==> src/common/tsf_pkg.sv <==
// Constants, types and helpers shared by the trace stream formatter.
package tsf_pkg;

  typedef enum logic [1:0] {
    TSF_MODE_BYPASS = 2'h0,
    TSF_MODE_NORMAL = 2'h1,
    TSF_MODE_CONT = 2'h2
  } tsf_mode_t;

  typedef enum logic [2:0] {
    TSF_OS_IDLE = 3'h0,
    TSF_OS_SYNC = 3'h1,
    TSF_OS_FRAME = 3'h3,
    TSF_OS_HSYNC = 3'h2,
    TSF_OS_BYP = 3'h6,
    TSF_OS_TAIL = 3'h7
  } tsf_ostate_t;

  localparam logic [3:0] TSF_SLOT_LAST = 4'hE;
  localparam logic [3:0] TSF_FRAME_LAST = 4'hF;
  localparam logic [3:0] TSF_SYNC_LAST = 4'h3;
  localparam logic [6:0] TSF_ID_NULL = 7'h00;
  localparam logic [6:0] TSF_ID_RSV_LO = 7'h70;
  localparam logic [6:0] TSF_ID_FLUSH = 7'h7B;
  localparam logic [6:0] TSF_ID_TRIG = 7'h7D;
  localparam logic [7:0] TSF_FLUSH_ALL = 8'h00;
  localparam logic [7:0] TSF_NULL_DATA = 8'h00;
  localparam logic [7:0] TSF_TAIL_MARK = 8'h01;
  localparam logic [31:0] TSF_FSYNC_WORD = 32'h7FFFFFFF;
  localparam logic [15:0] TSF_HSYNC_HALF = 16'h7FFF;
  localparam int TSF_ID_REPEAT_FRAMES = 10;
  localparam int TSF_FSYNC_FRAMES = 8;
  localparam logic [6:0] TSF_RST_ID = 7'h00;
  localparam logic [7:0] TSF_RST_CNT = 8'h00;

  // outside bypass mode, sources may use only ordinary IDs (not null, below the reserved range)
  function automatic logic tsf_id_usable(input logic [6:0] id);
    return (id != TSF_ID_NULL) && (id < TSF_ID_RSV_LO);
  endfunction : tsf_id_usable

  function automatic logic [7:0] tsf_id_byte(input logic [6:0] id);
    return {id, 1'b1};
  endfunction : tsf_id_byte

endpackage : tsf_pkg

==> src/rtl/tsf_formatter.sv <==
// Trace stream formatter top: input stage, frame assembly, flush and trigger handling.
`timescale 1ns/1ps
`default_nettype none
module tsf_formatter #(
  parameter int ID_REPEAT_FRAMES = tsf_pkg::TSF_ID_REPEAT_FRAMES,
  parameter int FSYNC_FRAMES = tsf_pkg::TSF_FSYNC_FRAMES
) (
  input wire logic core_clk_i,
  input wire logic rst_n_i,
  input wire logic ce_i,
  input wire logic [1:0] mode_i,
  input wire logic src_valid_i,
  input wire logic [6:0] src_id_i,
  input wire logic [7:0] src_data_i,
  output logic src_ready_o,
  input wire logic trig_valid_i,
  input wire logic [7:0] trig_id_i,
  input wire logic flush_i,
  output logic flush_done_o,
  output logic [7:0] trace_data_o,
  output logic trace_valid_control_pin_o
);

  localparam logic [7:0] REP_LAST = 8'(ID_REPEAT_FRAMES - 1);

  // ==========================================================
  // state
  logic inq_v, next_inq_v;
  logic [6:0] inq_id, next_inq_id;
  logic [7:0] inq_data, next_inq_data;
  logic next_src_ready;
  logic hold_v, next_hold_v;
  logic [6:0] hold_id, next_hold_id;
  logic [7:0] hold_data, next_hold_data;
  logic [3:0] pos, next_pos;
  logic [6:0] cur_id, next_cur_id;
  logic [7:0] fb [15];
  logic [7:0] next_fb [15];
  logic [7:0] aux, next_aux;
  logic full, next_full;
  logic old_ok, next_old_ok;
  logic force_rep, next_force_rep;
  logic [7:0] rep_cnt, next_rep_cnt;
  logic trig_pend, next_trig_pend;
  logic [7:0] trig_id_q, next_trig_id_q;
  logic flush_pend, next_flush_pend;
  logic resp_sent, next_resp_sent;
  logic tail_req, next_tail_req;
  logic next_flush_done;

  // ==========================================================
  // working signals
  logic fmt;
  logic p_v;
  logic [1:0] p_src;
  logic [6:0] p_id;
  logic [7:0] p_data;
  logic [6:0] tgt;
  logic wr;
  logic [7:0] wbyte;
  logic waux;
  logic id_wr;
  logic consume;
  logic frame_done;
  logic [127:0] frame_bus;
  logic frame_take;
  logic byp_take;
  logic tail_done;

  tsf_out #(
    .FSYNC_FRAMES(FSYNC_FRAMES)
  ) u_out (
    .core_clk_i(core_clk_i),
    .rst_n_i(rst_n_i),
    .ce_i(ce_i),
    .mode_i(mode_i),
    .frame_valid_i(full),
    .frame_i(frame_bus),
    .frame_take_o(frame_take),
    .byp_valid_i(inq_v && !fmt),
    .byp_data_i(inq_data),
    .byp_take_o(byp_take),
    .tail_req_i(tail_req),
    .tail_done_o(tail_done),
    .trace_data_o(trace_data_o),
    .trace_ctl_o(trace_valid_control_pin_o)
  );

  // ==========================================================
  // next-state logic
  always_comb begin
    fmt = mode_i != tsf_pkg::TSF_MODE_BYPASS;
    next_inq_v = inq_v;
    next_inq_id = inq_id;
    next_inq_data = inq_data;
    next_hold_v = hold_v;
    next_hold_id = hold_id;
    next_hold_data = hold_data;
    next_pos = pos;
    next_cur_id = cur_id;
    next_fb = fb;
    next_aux = aux;
    next_full = full;
    next_old_ok = old_ok;
    next_force_rep = force_rep;
    next_rep_cnt = rep_cnt;
    next_trig_pend = trig_pend;
    next_trig_id_q = trig_id_q;
    next_flush_pend = flush_pend;
    next_resp_sent = resp_sent;
    next_tail_req = tail_req;
    next_flush_done = 1'b0;
    wr = 1'b0;
    wbyte = 8'h00;
    waux = 1'b0;
    id_wr = 1'b0;
    consume = 1'b0;
    frame_done = 1'b0;
    tgt = tsf_pkg::TSF_ID_NULL;

    // lookahead item: trigger first, then queued trace, then flush response
    p_v = 1'b1;
    p_src = 2'h0;
    p_id = tsf_pkg::TSF_ID_TRIG;
    p_data = trig_id_q;
    if (fmt && trig_pend) begin
      p_src = 2'h1;
    end else if (fmt && inq_v) begin
      p_src = 2'h2;
      p_id = inq_id;
      p_data = inq_data;
    end else if (fmt && flush_pend && !resp_sent) begin
      p_src = 2'h3;
      p_id = tsf_pkg::TSF_ID_FLUSH;
      p_data = tsf_pkg::TSF_FLUSH_ALL;
    end else begin
      p_v = 1'b0;
    end

    if (frame_take) begin
      next_full = 1'b0;
    end

    // slot writer, one slot per cycle
    if (fmt && !full) begin
      if (!pos[0]) begin
        if (hold_v && hold_id != cur_id) begin
          wr = 1'b1;
          wbyte = tsf_pkg::tsf_id_byte(hold_id);
          id_wr = 1'b1;
          next_cur_id = hold_id;
        end else if (hold_v && pos != tsf_pkg::TSF_SLOT_LAST && (p_v ? p_id != cur_id
                     : (flush_pend && cur_id != tsf_pkg::TSF_ID_NULL))) begin
          // announce the next ID early; the odd slot still carries the held old byte
          tgt = p_v ? p_id : tsf_pkg::TSF_ID_NULL;
          wr = 1'b1;
          wbyte = tsf_pkg::tsf_id_byte(tgt);
          waux = 1'b1;
          id_wr = 1'b1;
          next_cur_id = tgt;
          next_old_ok = 1'b1;
        end else if (hold_v && force_rep) begin
          wr = 1'b1;
          wbyte = tsf_pkg::tsf_id_byte(cur_id);
          id_wr = 1'b1;
        end else if (hold_v && (p_v || pos == tsf_pkg::TSF_SLOT_LAST)) begin
          wr = 1'b1;
          wbyte = {hold_data[7:1], 1'b0};
          waux = hold_data[0];
          consume = 1'b1;
        end else if (!hold_v && flush_pend) begin
          wr = 1'b1;
          if (cur_id != tsf_pkg::TSF_ID_NULL) begin
            wbyte = tsf_pkg::tsf_id_byte(tsf_pkg::TSF_ID_NULL);
            id_wr = 1'b1;
            next_cur_id = tsf_pkg::TSF_ID_NULL;
          end else begin
            wbyte = tsf_pkg::TSF_NULL_DATA;
          end
        end
      end else begin
        if (hold_v && (hold_id == cur_id || old_ok)) begin
          wr = 1'b1;
          wbyte = hold_data;
          consume = 1'b1;
          next_old_ok = 1'b0;
        end else if (cur_id == tsf_pkg::TSF_ID_NULL) begin
          wr = 1'b1;
          wbyte = tsf_pkg::TSF_NULL_DATA;
        end
      end
    end

    if (wr) begin
      next_fb[pos] = wbyte;
      if (!pos[0]) begin
        next_aux[pos[3:1]] = waux;
      end
      if (pos == tsf_pkg::TSF_SLOT_LAST) begin
        next_pos = 4'h0;
        next_full = 1'b1;
        frame_done = 1'b1;
      end else begin
        next_pos = pos + 4'h1;
      end
    end

    // held byte refill from the lookahead item
    if (consume) begin
      next_hold_v = 1'b0;
    end
    if ((consume || !hold_v) && p_v && fmt) begin
      next_hold_v = 1'b1;
      next_hold_id = p_id;
      next_hold_data = p_data;
      unique case (p_src)
        2'h1: next_trig_pend = 1'b0;
        2'h2: next_inq_v = 1'b0;
        2'h3: next_resp_sent = 1'b1;
        2'h0: next_hold_v = hold_v && !consume;
      endcase
    end

    // periodic ID repeat
    if (id_wr) begin
      next_rep_cnt = 8'h00;
      next_force_rep = 1'b0;
    end else if (frame_done) begin
      next_rep_cnt = rep_cnt + 8'h01;
      if (rep_cnt >= REP_LAST) begin
        next_force_rep = 1'b1;
      end
    end

    // formatted flush ends once the response is out and the frame is closed
    if (fmt && frame_done && flush_pend && next_resp_sent && !next_hold_v) begin
      next_flush_pend = 1'b0;
      next_resp_sent = 1'b0;
      next_flush_done = 1'b1;
    end

    // bypass path and bypass flush tail
    if (!fmt && byp_take) begin
      next_inq_v = 1'b0;
    end
    if (!fmt && flush_pend && !inq_v && !tail_req) begin
      next_tail_req = 1'b1;
    end
    if (tail_done) begin
      next_tail_req = 1'b0;
      next_flush_pend = 1'b0;
      next_flush_done = 1'b1;
    end

    // capture from sources; reserved and null IDs are dropped outside bypass mode
    if (src_ready_o && src_valid_i && (!fmt || tsf_pkg::tsf_id_usable(src_id_i))) begin
      next_inq_v = 1'b1;
      next_inq_id = src_id_i;
      next_inq_data = src_data_i;
    end
    if (trig_valid_i && fmt) begin
      next_trig_pend = 1'b1;
      next_trig_id_q = trig_id_i;
    end
    if (flush_i) begin
      next_flush_pend = 1'b1;
    end
    next_src_ready = !next_inq_v && !(!fmt && next_flush_pend);
  end

  // pack the frame, byte 0 lowest, aux byte last
  always_comb begin
    frame_bus = 128'h0;
    for (int i = 0; i < 15; i++) begin
      frame_bus[i*8 +: 8] = fb[i];
    end
    frame_bus[127:120] = aux;
  end

  // ==========================================================
  // registers
  always_ff @(posedge core_clk_i or negedge rst_n_i) begin
    if (!rst_n_i) begin
      inq_v <= 1'b0;
      inq_id <= tsf_pkg::TSF_RST_ID;
      inq_data <= 8'h00;
      src_ready_o <= 1'b0;
      hold_v <= 1'b0;
      hold_id <= tsf_pkg::TSF_RST_ID;
      hold_data <= 8'h00;
      pos <= 4'h0;
      cur_id <= tsf_pkg::TSF_RST_ID;
      for (int i = 0; i < 15; i++) begin
        fb[i] <= 8'h00;
      end
      aux <= 8'h00;
      full <= 1'b0;
      old_ok <= 1'b0;
      force_rep <= 1'b0;
      rep_cnt <= tsf_pkg::TSF_RST_CNT;
      trig_pend <= 1'b0;
      trig_id_q <= 8'h00;
      flush_pend <= 1'b0;
      resp_sent <= 1'b0;
      tail_req <= 1'b0;
      flush_done_o <= 1'b0;
    end else if (ce_i) begin
      inq_v <= next_inq_v;
      inq_id <= next_inq_id;
      inq_data <= next_inq_data;
      src_ready_o <= next_src_ready;
      hold_v <= next_hold_v;
      hold_id <= next_hold_id;
      hold_data <= next_hold_data;
      pos <= next_pos;
      cur_id <= next_cur_id;
      fb <= next_fb;
      aux <= next_aux;
      full <= next_full;
      old_ok <= next_old_ok;
      force_rep <= next_force_rep;
      rep_cnt <= next_rep_cnt;
      trig_pend <= next_trig_pend;
      trig_id_q <= next_trig_id_q;
      flush_pend <= next_flush_pend;
      resp_sent <= next_resp_sent;
      tail_req <= next_tail_req;
      flush_done_o <= next_flush_done;
    end
  end

endmodule : tsf_formatter
`default_nettype wire

==> src/rtl/tsf_out.sv <==
// Output sequencer: frame syncs, frames, halfword idles, bypass bytes, bypass tail.
`timescale 1ns/1ps
`default_nettype none
module tsf_out #(
  parameter int FSYNC_FRAMES = tsf_pkg::TSF_FSYNC_FRAMES
) (
  input wire logic core_clk_i,
  input wire logic rst_n_i,
  input wire logic ce_i,
  input wire logic [1:0] mode_i,
  input wire logic frame_valid_i,
  input wire logic [127:0] frame_i,
  output logic frame_take_o,
  input wire logic byp_valid_i,
  input wire logic [7:0] byp_data_i,
  output logic byp_take_o,
  input wire logic tail_req_i,
  output logic tail_done_o,
  output logic [7:0] trace_data_o,
  output logic trace_ctl_o
);

  localparam logic [7:0] FS_RELOAD = 8'(FSYNC_FRAMES - 1);

  tsf_pkg::tsf_ostate_t state, next_state;
  logic [3:0] cnt, next_cnt;
  logic [127:0] frame_q, next_frame_q;
  logic [7:0] byp_q, next_byp_q;
  logic [1:0] wpos, next_wpos;
  logic [7:0] fs_cnt, next_fs_cnt;
  logic [7:0] cur_byte;
  logic cur_valid;
  logic free;
  logic byp_mode;
  logic cont_mode;

  // ==========================================================
  // sequencing
  always_comb begin
    byp_mode = mode_i == tsf_pkg::TSF_MODE_BYPASS;
    cont_mode = mode_i == tsf_pkg::TSF_MODE_CONT;
    next_state = state;
    next_cnt = cnt + 4'h1;
    next_frame_q = frame_q;
    next_byp_q = byp_q;
    next_fs_cnt = fs_cnt;
    frame_take_o = 1'b0;
    byp_take_o = 1'b0;
    tail_done_o = 1'b0;
    cur_valid = state != tsf_pkg::TSF_OS_IDLE;
    cur_byte = 8'h00;
    free = 1'b0;
    unique case (state)
      tsf_pkg::TSF_OS_IDLE: begin
        free = 1'b1;
      end
      tsf_pkg::TSF_OS_SYNC: begin
        cur_byte = tsf_pkg::TSF_FSYNC_WORD[{cnt[1:0], 3'b000} +: 8];
        if (cnt == tsf_pkg::TSF_SYNC_LAST) begin
          next_state = tsf_pkg::TSF_OS_FRAME;
          next_cnt = 4'h0;
        end
      end
      tsf_pkg::TSF_OS_FRAME: begin
        cur_byte = frame_q[{cnt, 3'b000} +: 8];
        free = cnt == tsf_pkg::TSF_FRAME_LAST;
      end
      tsf_pkg::TSF_OS_HSYNC: begin
        cur_byte = tsf_pkg::TSF_HSYNC_HALF[{cnt[0], 3'b000} +: 8];
        free = cnt[0];
      end
      tsf_pkg::TSF_OS_BYP: begin
        cur_byte = byp_q;
        free = 1'b1;
      end
      tsf_pkg::TSF_OS_TAIL: begin
        cur_byte = (cnt == 4'h0) ? tsf_pkg::TSF_TAIL_MARK : 8'h00;
        free = wpos == 2'h3;
        tail_done_o = free && ce_i;
      end
      default: begin
        free = 1'b1;
        cur_valid = 1'b0;
      end
    endcase
    if (free) begin
      next_state = tsf_pkg::TSF_OS_IDLE;
      next_cnt = 4'h0;
      if (!byp_mode && frame_valid_i) begin
        frame_take_o = ce_i;
        next_frame_q = frame_i;
        if (fs_cnt == 8'h00) begin
          next_state = tsf_pkg::TSF_OS_SYNC;
          next_fs_cnt = FS_RELOAD;
        end else begin
          next_state = tsf_pkg::TSF_OS_FRAME;
          next_fs_cnt = fs_cnt - 8'h01;
        end
      end else if (byp_mode && byp_valid_i) begin
        byp_take_o = ce_i;
        next_byp_q = byp_data_i;
        next_state = tsf_pkg::TSF_OS_BYP;
      end else if (byp_mode && tail_req_i && state != tsf_pkg::TSF_OS_TAIL) begin
        next_state = tsf_pkg::TSF_OS_TAIL;
      end else if (cont_mode && (wpos[0] == cur_valid)) begin
        // parity after this cycle's byte; an idle gap here would leak a 00 byte
        next_state = tsf_pkg::TSF_OS_HSYNC;
      end
    end
    next_wpos = cur_valid ? wpos + 2'h1 : wpos;
  end

  always_ff @(posedge core_clk_i or negedge rst_n_i) begin
    if (!rst_n_i) begin
      state <= tsf_pkg::TSF_OS_IDLE;
      cnt <= 4'h0;
      frame_q <= 128'h0;
      byp_q <= 8'h00;
      wpos <= 2'h0;
      fs_cnt <= tsf_pkg::TSF_RST_CNT;
      trace_data_o <= 8'h00;
      trace_ctl_o <= 1'b0;
    end else if (ce_i) begin
      state <= next_state;
      cnt <= next_cnt;
      frame_q <= next_frame_q;
      byp_q <= next_byp_q;
      wpos <= next_wpos;
      fs_cnt <= next_fs_cnt;
      trace_data_o <= cur_byte;
      trace_ctl_o <= cur_valid && !cont_mode;
    end
  end

endmodule : tsf_out
`default_nettype wire

==> config.mk <==
export PLATFORM = sky130hd
export DESIGN_NAME = tsf_formatter
export DESIGN_NICKNAME = d
export VERILOG_FILES = /design/src/common/tsf_pkg.sv /design/src/rtl/tsf_formatter.sv /design/src/rtl/tsf_out.sv
export SDC_FILE = /design/constraint.sdc
export NUM_CORES = 1
export LEC_CHECK = 0
export BUFFER_PORTS_ARGS = -buffer_cell sky130_fd_sc_hd__buf_2
export CORE_AREA = 2 2 167 169
export DETAILED_ROUTE_END_ITERATION = 10
export DIE_AREA = 0 0 169 171
export MAX_ROUTING_LAYER = met4
export PLACE_DENSITY = 0.77
export SLEW_MARGIN = 40
export SYNTH_ARGS = -nofsm -noshare
export SYNTH_HDL_FRONTEND = slang
export SYNTH_SLANG_ARGS = --single-unit
==> constraint.sdc <==
create_clock -name core_clk_i -period 3.6 [get_ports core_clk_i]
set_clock_uncertainty 0.05 [all_clocks]
set_input_delay 0.36 -clock core_clk_i [delete_from_list [all_inputs] [get_ports core_clk_i]]
set_output_delay 0.36 -clock core_clk_i [all_outputs]
set_load 0.02 [all_outputs]
### Yosys cells after proc, flatten, opt, wreduce, memory -nomap -nowiden

Cells that the tools add are included.

| word-level totals | value |
|---|---|
| register bits | 358 |
| bits of input ports | 31 |
| output and inout port bits | 11 |
| word-level logic and storage cells | 297 |

| cells by class | value |
|---|---|
| $add $sub $neg | 5 |
| order comparisons | 6 |
| equal/unequal tests | 23 |
| shift operators | 3 |
| multiplexer cells | 122 |
| bitwise logic cells | 3 |
| reductions and logical operators | 92 |

Operators with widths:

| kind | number |
|---|---|
| $shiftx A128 B8 Y8 | 1 |
| $bwmux W120 | 1 |
| $mux W8 | 14 |
| $mux W1 | 77 |
| $mux W7 | 9 |
| $logic_and A1 B1 Y1 | 40 |
| $pmux W8 S5 | 1 |
| $demux W8 S4 | 1 |
| $shiftx A32 B6 Y8 const A | 1 |
| $mux W3 | 7 |
| $reduce_bool A2 Y1 | 9 |
| $mux W4 | 4 |
| $shiftx A16 B5 Y8 const A | 1 |
| $reduce_and A3 Y1 | 5 |
| $ne A7 B7 Y1 | 2 |
| $reduce_and A2 Y1 | 7 |
| $reduce_bool A7 Y1 | 2 |
| $logic_not A1 Y1 | 12 |
| $mux W2 | 5 |
| $ne A3 B3 Y1 const B | 3 |
| $reduce_bool A3 Y1 | 3 |
| $add A4 B1 Y4 const B | 2 |
| $add A8 B1 Y8 const B | 1 |
| $bwmux W8 | 1 |
| 34 further kinds | 45 |

### Logic depth before layout (Yosys ltp)

| logic depth | value |
|---|---|
| word-level depth | 26 |
| gate-level depth with buffers | 12 |
| depth with buffers taken out | 8 |

### Hierarchy

From an unflattened synthesis, not the netlist that was laid out.

| second synthesis, totals | value |
|---|---|
| cells, all modules | 1,300 |
| area total of the unflattened synthesis | 16,341.9 sq um |

By module, submodules not included:

| module | instances | cells an instance | area each (sq um) | sequential area each (sq um) |
|---|---|---|---|---|
| tsf_formatter | 1 | 773 | 8,831.0 | 4,904.7 |
| tsf_out | 1 | 527 | 7,511.0 | 4,053.9 |

### Worst setup path after synthesis

No wires, ideal clock.

| path | value |
|---|---|
| kind | flip-flop to flip-flop |
| start | reg cur_id[5] |
| end | reg aux[0] |
| arrival time | 2.833 ns |
| data required time | 3.425 ns |
| path slack | 0.592 ns |
| cell stages (with the launch flop) | 12 |
| buffers on the path | 3 |
| clock period less this slack | 3.008 ns |
| path through | dfrtp_1 > clkbuf_1 > or4_4 > o21ai_2 > o21a_1 > o311a_2 > nand2_4 > or3_1 > buf_2 > or3_1 > buf_6 > mux2_4 |

| between the ends | value |
|---|---|
| longest elaborated chain between the ends | 9 |
| elaborated cells between the ends (all ways) | 23 |

Ends and longest elaborated chain:

| element | RTL line | RTL |
|---|---|---|
| start, declared | tsf_formatter.sv:36 | `logic [6:0] cur_id, next_cur_id;` |
| start signal, assigned | tsf_formatter.sv:292 | `cur_id <= tsf_pkg::TSF_RST_ID;` |
| start signal, assigned | tsf_formatter.sv:316 | `cur_id <= next_cur_id;` |
| $reduce_bool A7 Y1 | tsf_formatter.sv:153 | `: (flush_pend && cur_id != tsf_pkg::TSF_ID_NULL))) begin` |
| $logic_and A1 B1 Y1 | tsf_formatter.sv:153 |  |
| $mux W1 | tsf_formatter.sv:152 | `end else if (hold_v && pos != tsf_pkg::TSF_SLOT_LAST && (p_v ? p_id != cur_id` |
| $logic_and A1 B1 Y1 | tsf_formatter.sv:152 |  |
| $mux W1 | tsf_formatter.sv:152 |  |
| $mux W1 | tsf_formatter.sv:147 | `if (hold_v && hold_id != cur_id) begin` |
| $mux W1 | tsf_formatter.sv:146 | `if (!pos[0]) begin` |
| $mux W1 | tsf_formatter.sv:145 | `if (fmt && !full) begin` |
| $reduce_and A3 Y1 (no source line) or $bwmux W8 (tied branches) | -- |  |
| end signal, assigned | tsf_formatter.sv:318 | `aux <= next_aux;` |
| end, declared | tsf_formatter.sv:39 | `logic [7:0] aux, next_aux;` |

Parallel ways exist; a longest one is shown, timed or not.
A chain may end at the register's enable or synchronous reset.

### Worst setup path in the final report

| path | value |
|---|---|
| start | reg cur_id[4] |
| end | reg fb[117] (netlist name) |

| between the ends | value |
|---|---|
| longest elaborated chain between the ends | 9 |
| elaborated cells between the ends (all ways) | 25 |

Ends and longest elaborated chain:

| element | RTL line | RTL |
|---|---|---|
| $reduce_bool A7 Y1 | tsf_formatter.sv:153 |  |
| $logic_and A1 B1 Y1 | tsf_formatter.sv:153 |  |
| $mux W1 | tsf_formatter.sv:152 |  |
| $logic_and A1 B1 Y1 | tsf_formatter.sv:152 |  |
| $mux W8 or $mux W1 (tied branches) | tsf_formatter.sv:152 |  |
| $mux W8 or $mux W1 (tied branches) | tsf_formatter.sv:147 |  |
| $mux W8 or $mux W1 (tied branches) | tsf_formatter.sv:146 |  |
| $mux W8 or $mux W1 (tied branches) | tsf_formatter.sv:145 |  |
| $bwmux W120 or $reduce_and A2 Y1 (tied branches) | -- |  |
| end signal, assigned | tsf_formatter.sv:317 | `fb <= next_fb;` |
| end, declared | tsf_formatter.sv:37 | `logic [7:0] fb [15];` |

Parallel ways exist; a longest one is shown, timed or not.

==> flow_summary.ini <==
[run_status]
run_status = finished clean

[setup_path]
worstReg2RegEnd = fb[117]$_DFFE_PN0P_
critical_path.reg2reg.startpoint = cur_id[4]$_DFFE_PN0P_
critical-path-top-delay-family = simple AND/OR/NAND/NOR gates
worst-endpoint-required_ps = 3950
worstRegToRegCells = 8
slowest_cell_on_crit_path = or4_4
type_of_element_capturing_the_critical_path = register
crit_path_max_incr_delay_ps = 600
cp_num_buf_inv = 0
regToRegSetupSlack_ps = 200
critical_path_peak_fanout = 9
crit_arrival_ps = 3750
path_type_of_the_worst_setup_path = reg -> reg
critical_path.cell_chain = or4_4 -> o21ai_2 -> o21a_1 -> o311a_2 -> nand2_4 -> or3_1 -> or3_1 -> mux2_4
critPathLaunchType = register
timing.critical_path.mode_cell = or3_1

[grt]
number_of_antenna_violations_at_the_first_check_in_global_routing = 0
gr-total-overflow = 0
largest_net_degree_at_the_start_of_global_routing = 152
first_pass_grt_wire_length_um = 65700
grt_pass1_vias = 11600
total_grt_usage = 0.303

[floorplanning]
floorplan_core_area_sq_um = 27300
fp-row-count = 61
floorplan.die_area_sq_um = 28900
die_y_um = 171
initial_core_util = 0.591
fp.dieW_um = 169
io_pins = 42

[min_path]
worstHoldEndpoint = inq_data[4]$_DFFE_PN0P_
min_path_type = in -> reg
hold_path_startpoint = src_data_i[4]
min_path_cells = 2

[logic_synthesis]
synth_largest_type_area_fraction = 0.555
synthDominantAreaCellType = dfrtp_1
yosys-top-cells-area = dfrtp_1 (56%), nand2_1 (10%), mux2_2 (7.8%)
synthesis.area_sq_um = 16100
synth_top_family_by_area = simple AND/OR/NAND/NOR gates
synthesis.yosys.warnings = 0
synth.yosys.seq_area_share = 0.555
post_synth_inst_count = 1540
synth_most_common_cell = nand2_1
synth.distinct_cells = 73
synth.mux.area_fraction = 0.142
asyncSetResetFlopFracSynth = 1.00
register_bit_total_from_synthesis = 358
syn_nets = 1579
synthAdderAreaFrac = 0.00620
synthTopCellsByCount = nand2_1 (445), dfrtp_1 (358), mux2_2 (112)
synth_edf_count = 0
yosys.area_share.xor_xnor = 0.00868
synth-compound-area-share = 0.0970
syn-mean-instance-area_sq_um = 10.5
postSynth.topFlopCell = dfrtp_1
post_synth_and_or_nand_nor_area_fraction = 0.158

[clock_network]
cts_setup_buffers = 0
worst_skew_late_latency_ps = 540
cts_buffers = 38
clk_pin_slew_ps = 60
clock_tree_from_tritoncts = yes
cts_buffer_depth = 3
clock_tree.root_cell = clkbuf_16
ctsResizeCount = 0
numClockSinks = 358
htree_levels = 2

[final_layout]
design.final.nets = 1616
fraction_of_layout_cells_with_a_size_suffix_above_1 = 0.205
syn2layout_area_growth_pct = 12.3
n_antenna_cell = 0

[route]
first_pass_iters = 5
routed_wire_length_per_instance_um = 21.2
ant_nets = 0
vias_per_cell = 6.08
wirelength_um = 41300
drc_errors = 0
dr_total_vias = 11900
detailedRoute.firstIterationViolations = 1107

[flow_run]
max_cap_viol_count = 0

[placed_design]
gp_congestion = 0.958
numPortBuffers = 41
dp.final_hpwl_um = 26300

[timing]
max_clock_freq_ghz = 0.294
whs_ps = 15.3
unrepaired_setup_endpoints_after_global_routing = false
time_the_final_worst_path_needs_with_i_o_delays_and_setup_ps = 3400
setup_viol_count_final = 0
timing.max_slew.rel_slack = 0.453
hold_viol = 0
fin_tns_setup_ps = 0
worst-slew-pin-transition_ps = 820
final_worst_path_period_share = 0.946
timing.final.max_slew_violations = 0

[pwr]
ir_drop_v = 0.000474
static-leakage-power_nw = 8.77
power_per_cell_area_nw_per_um2 = 828
[worst max-delay path by stage]
stage	startpoint	to	slack, ps	cells past startpoint
finish	cur_id[4]$_DFFE_PN0P_	fb[117]$_DFFE_PN0P_	200	8
CTS	cur_id[4]$_DFFE_PN0P_	fb[117]$_DFFE_PN0P_	210	8
detailed placement	cur_id[4]$_DFFE_PN0P_	fb[114]$_DFFE_PN0P_	270	8
global placement	cur_id[4]$_DFFE_PN0P_	fb[112]$_DFFE_PN0P_	350	8
floorplan	cur_id[5]$_DFFE_PN0P_	aux[0]$_DFFE_PN0P_	590	11
global route	trig_pend$_DFFE_PN0P_	fb[51]$_DFFE_PN0P_	70	7
[repair_timing]
action,CTS,global route
endpoints found under the hold margin,98,0
endpoints found under the setup margin,0,0
hold buffers,1,0
[power by group]
group	total [mW]	switching [mW]	internal, mW
sequential	6.41	1.08	5.33
combinational	4.72	2.76	1.96
clock	3.88	1.58	2.31
[logic make-up after synthesis]
logic type | Yosys count
flip-flops | 358
buffers and inverters | 134
adder cells (fa/ha/maj) | 8
XOR/XNOR | 16
multiplexers | 161
AND/OR/NAND/NOR | 611
AO/OA/AOI/OAI | 252
[layout make-up]
type	instances	area, sq um
multi-input cells	1048	6680
flip-flops and latches	358	8960
fillers	1992	9200
clock buffers	58	1130
well taps	346	433
clock inverters	8	113
inverters	46	173
repair buffers	85	643
[flip-flops by register name (all words and copies together), names as in the netlist, 4 cells and up]
register	cells
u_out.cnt	4
fb	120
cur_id	7
hold_data	8
u_out.byp_q	8
trig_id_q	8
inq_id	7
inq_data	8
aux	8
hold_id	7
pos	4
rep_cnt	8
u_out.frame_q	128
u_out.trace_data_o	8
u_out.fs_cnt	8
[stage by stage]
stage	power [mW]	std cells	area (sq um)	utilization	setup WS, ps
2_1_floorplan	9.30	1540	16100	-	592
3_3_place_gp	10.9	1881	16800	0.616	353
3_5_place_dp	11.1	1881	16800	0.617	273
4_1_cts	15.0	1948	18100	0.662	214
5_1_grt	15.8	1949	18100	0.663	65.7
6_report	15.0	1949	18100	0.663	195
[metal layers]
layer	routed length [um]	vias up	global-route usage
li1	-	5366	-
met1	17300	5909	0.412
met2	19600	465	0.471
met3	2850	116	0.0435
met4	1550	0	0.110
met5	0	-	-
[cell usage in the layout (no fill, tap or decap), drive strengths merged, types with 3 or more instances in the layout]
cell type    n
mux4        40
nand2b       7
mux2       121
clkinv       6
nor3        13
or3         12
and2         4
xnor2       10
nand2      446
dfrtp      358
o31ai        6
ha           8
buf         84
o22ai        4
xor2         6
a31oi       10
a41oi        5
a21oi       45
and3         7
a211oi       5
o21ai      108
a22o         4
a221oi       4
a21o        14
o211ai       3
nand4        9
or2          5
a22oi       14
nor4         4
nor2        71
clkbuf      58
nand3       18
or4          6
inv         46
o2111ai      6
Note: power is estimated with default switching activity, not from simulation.
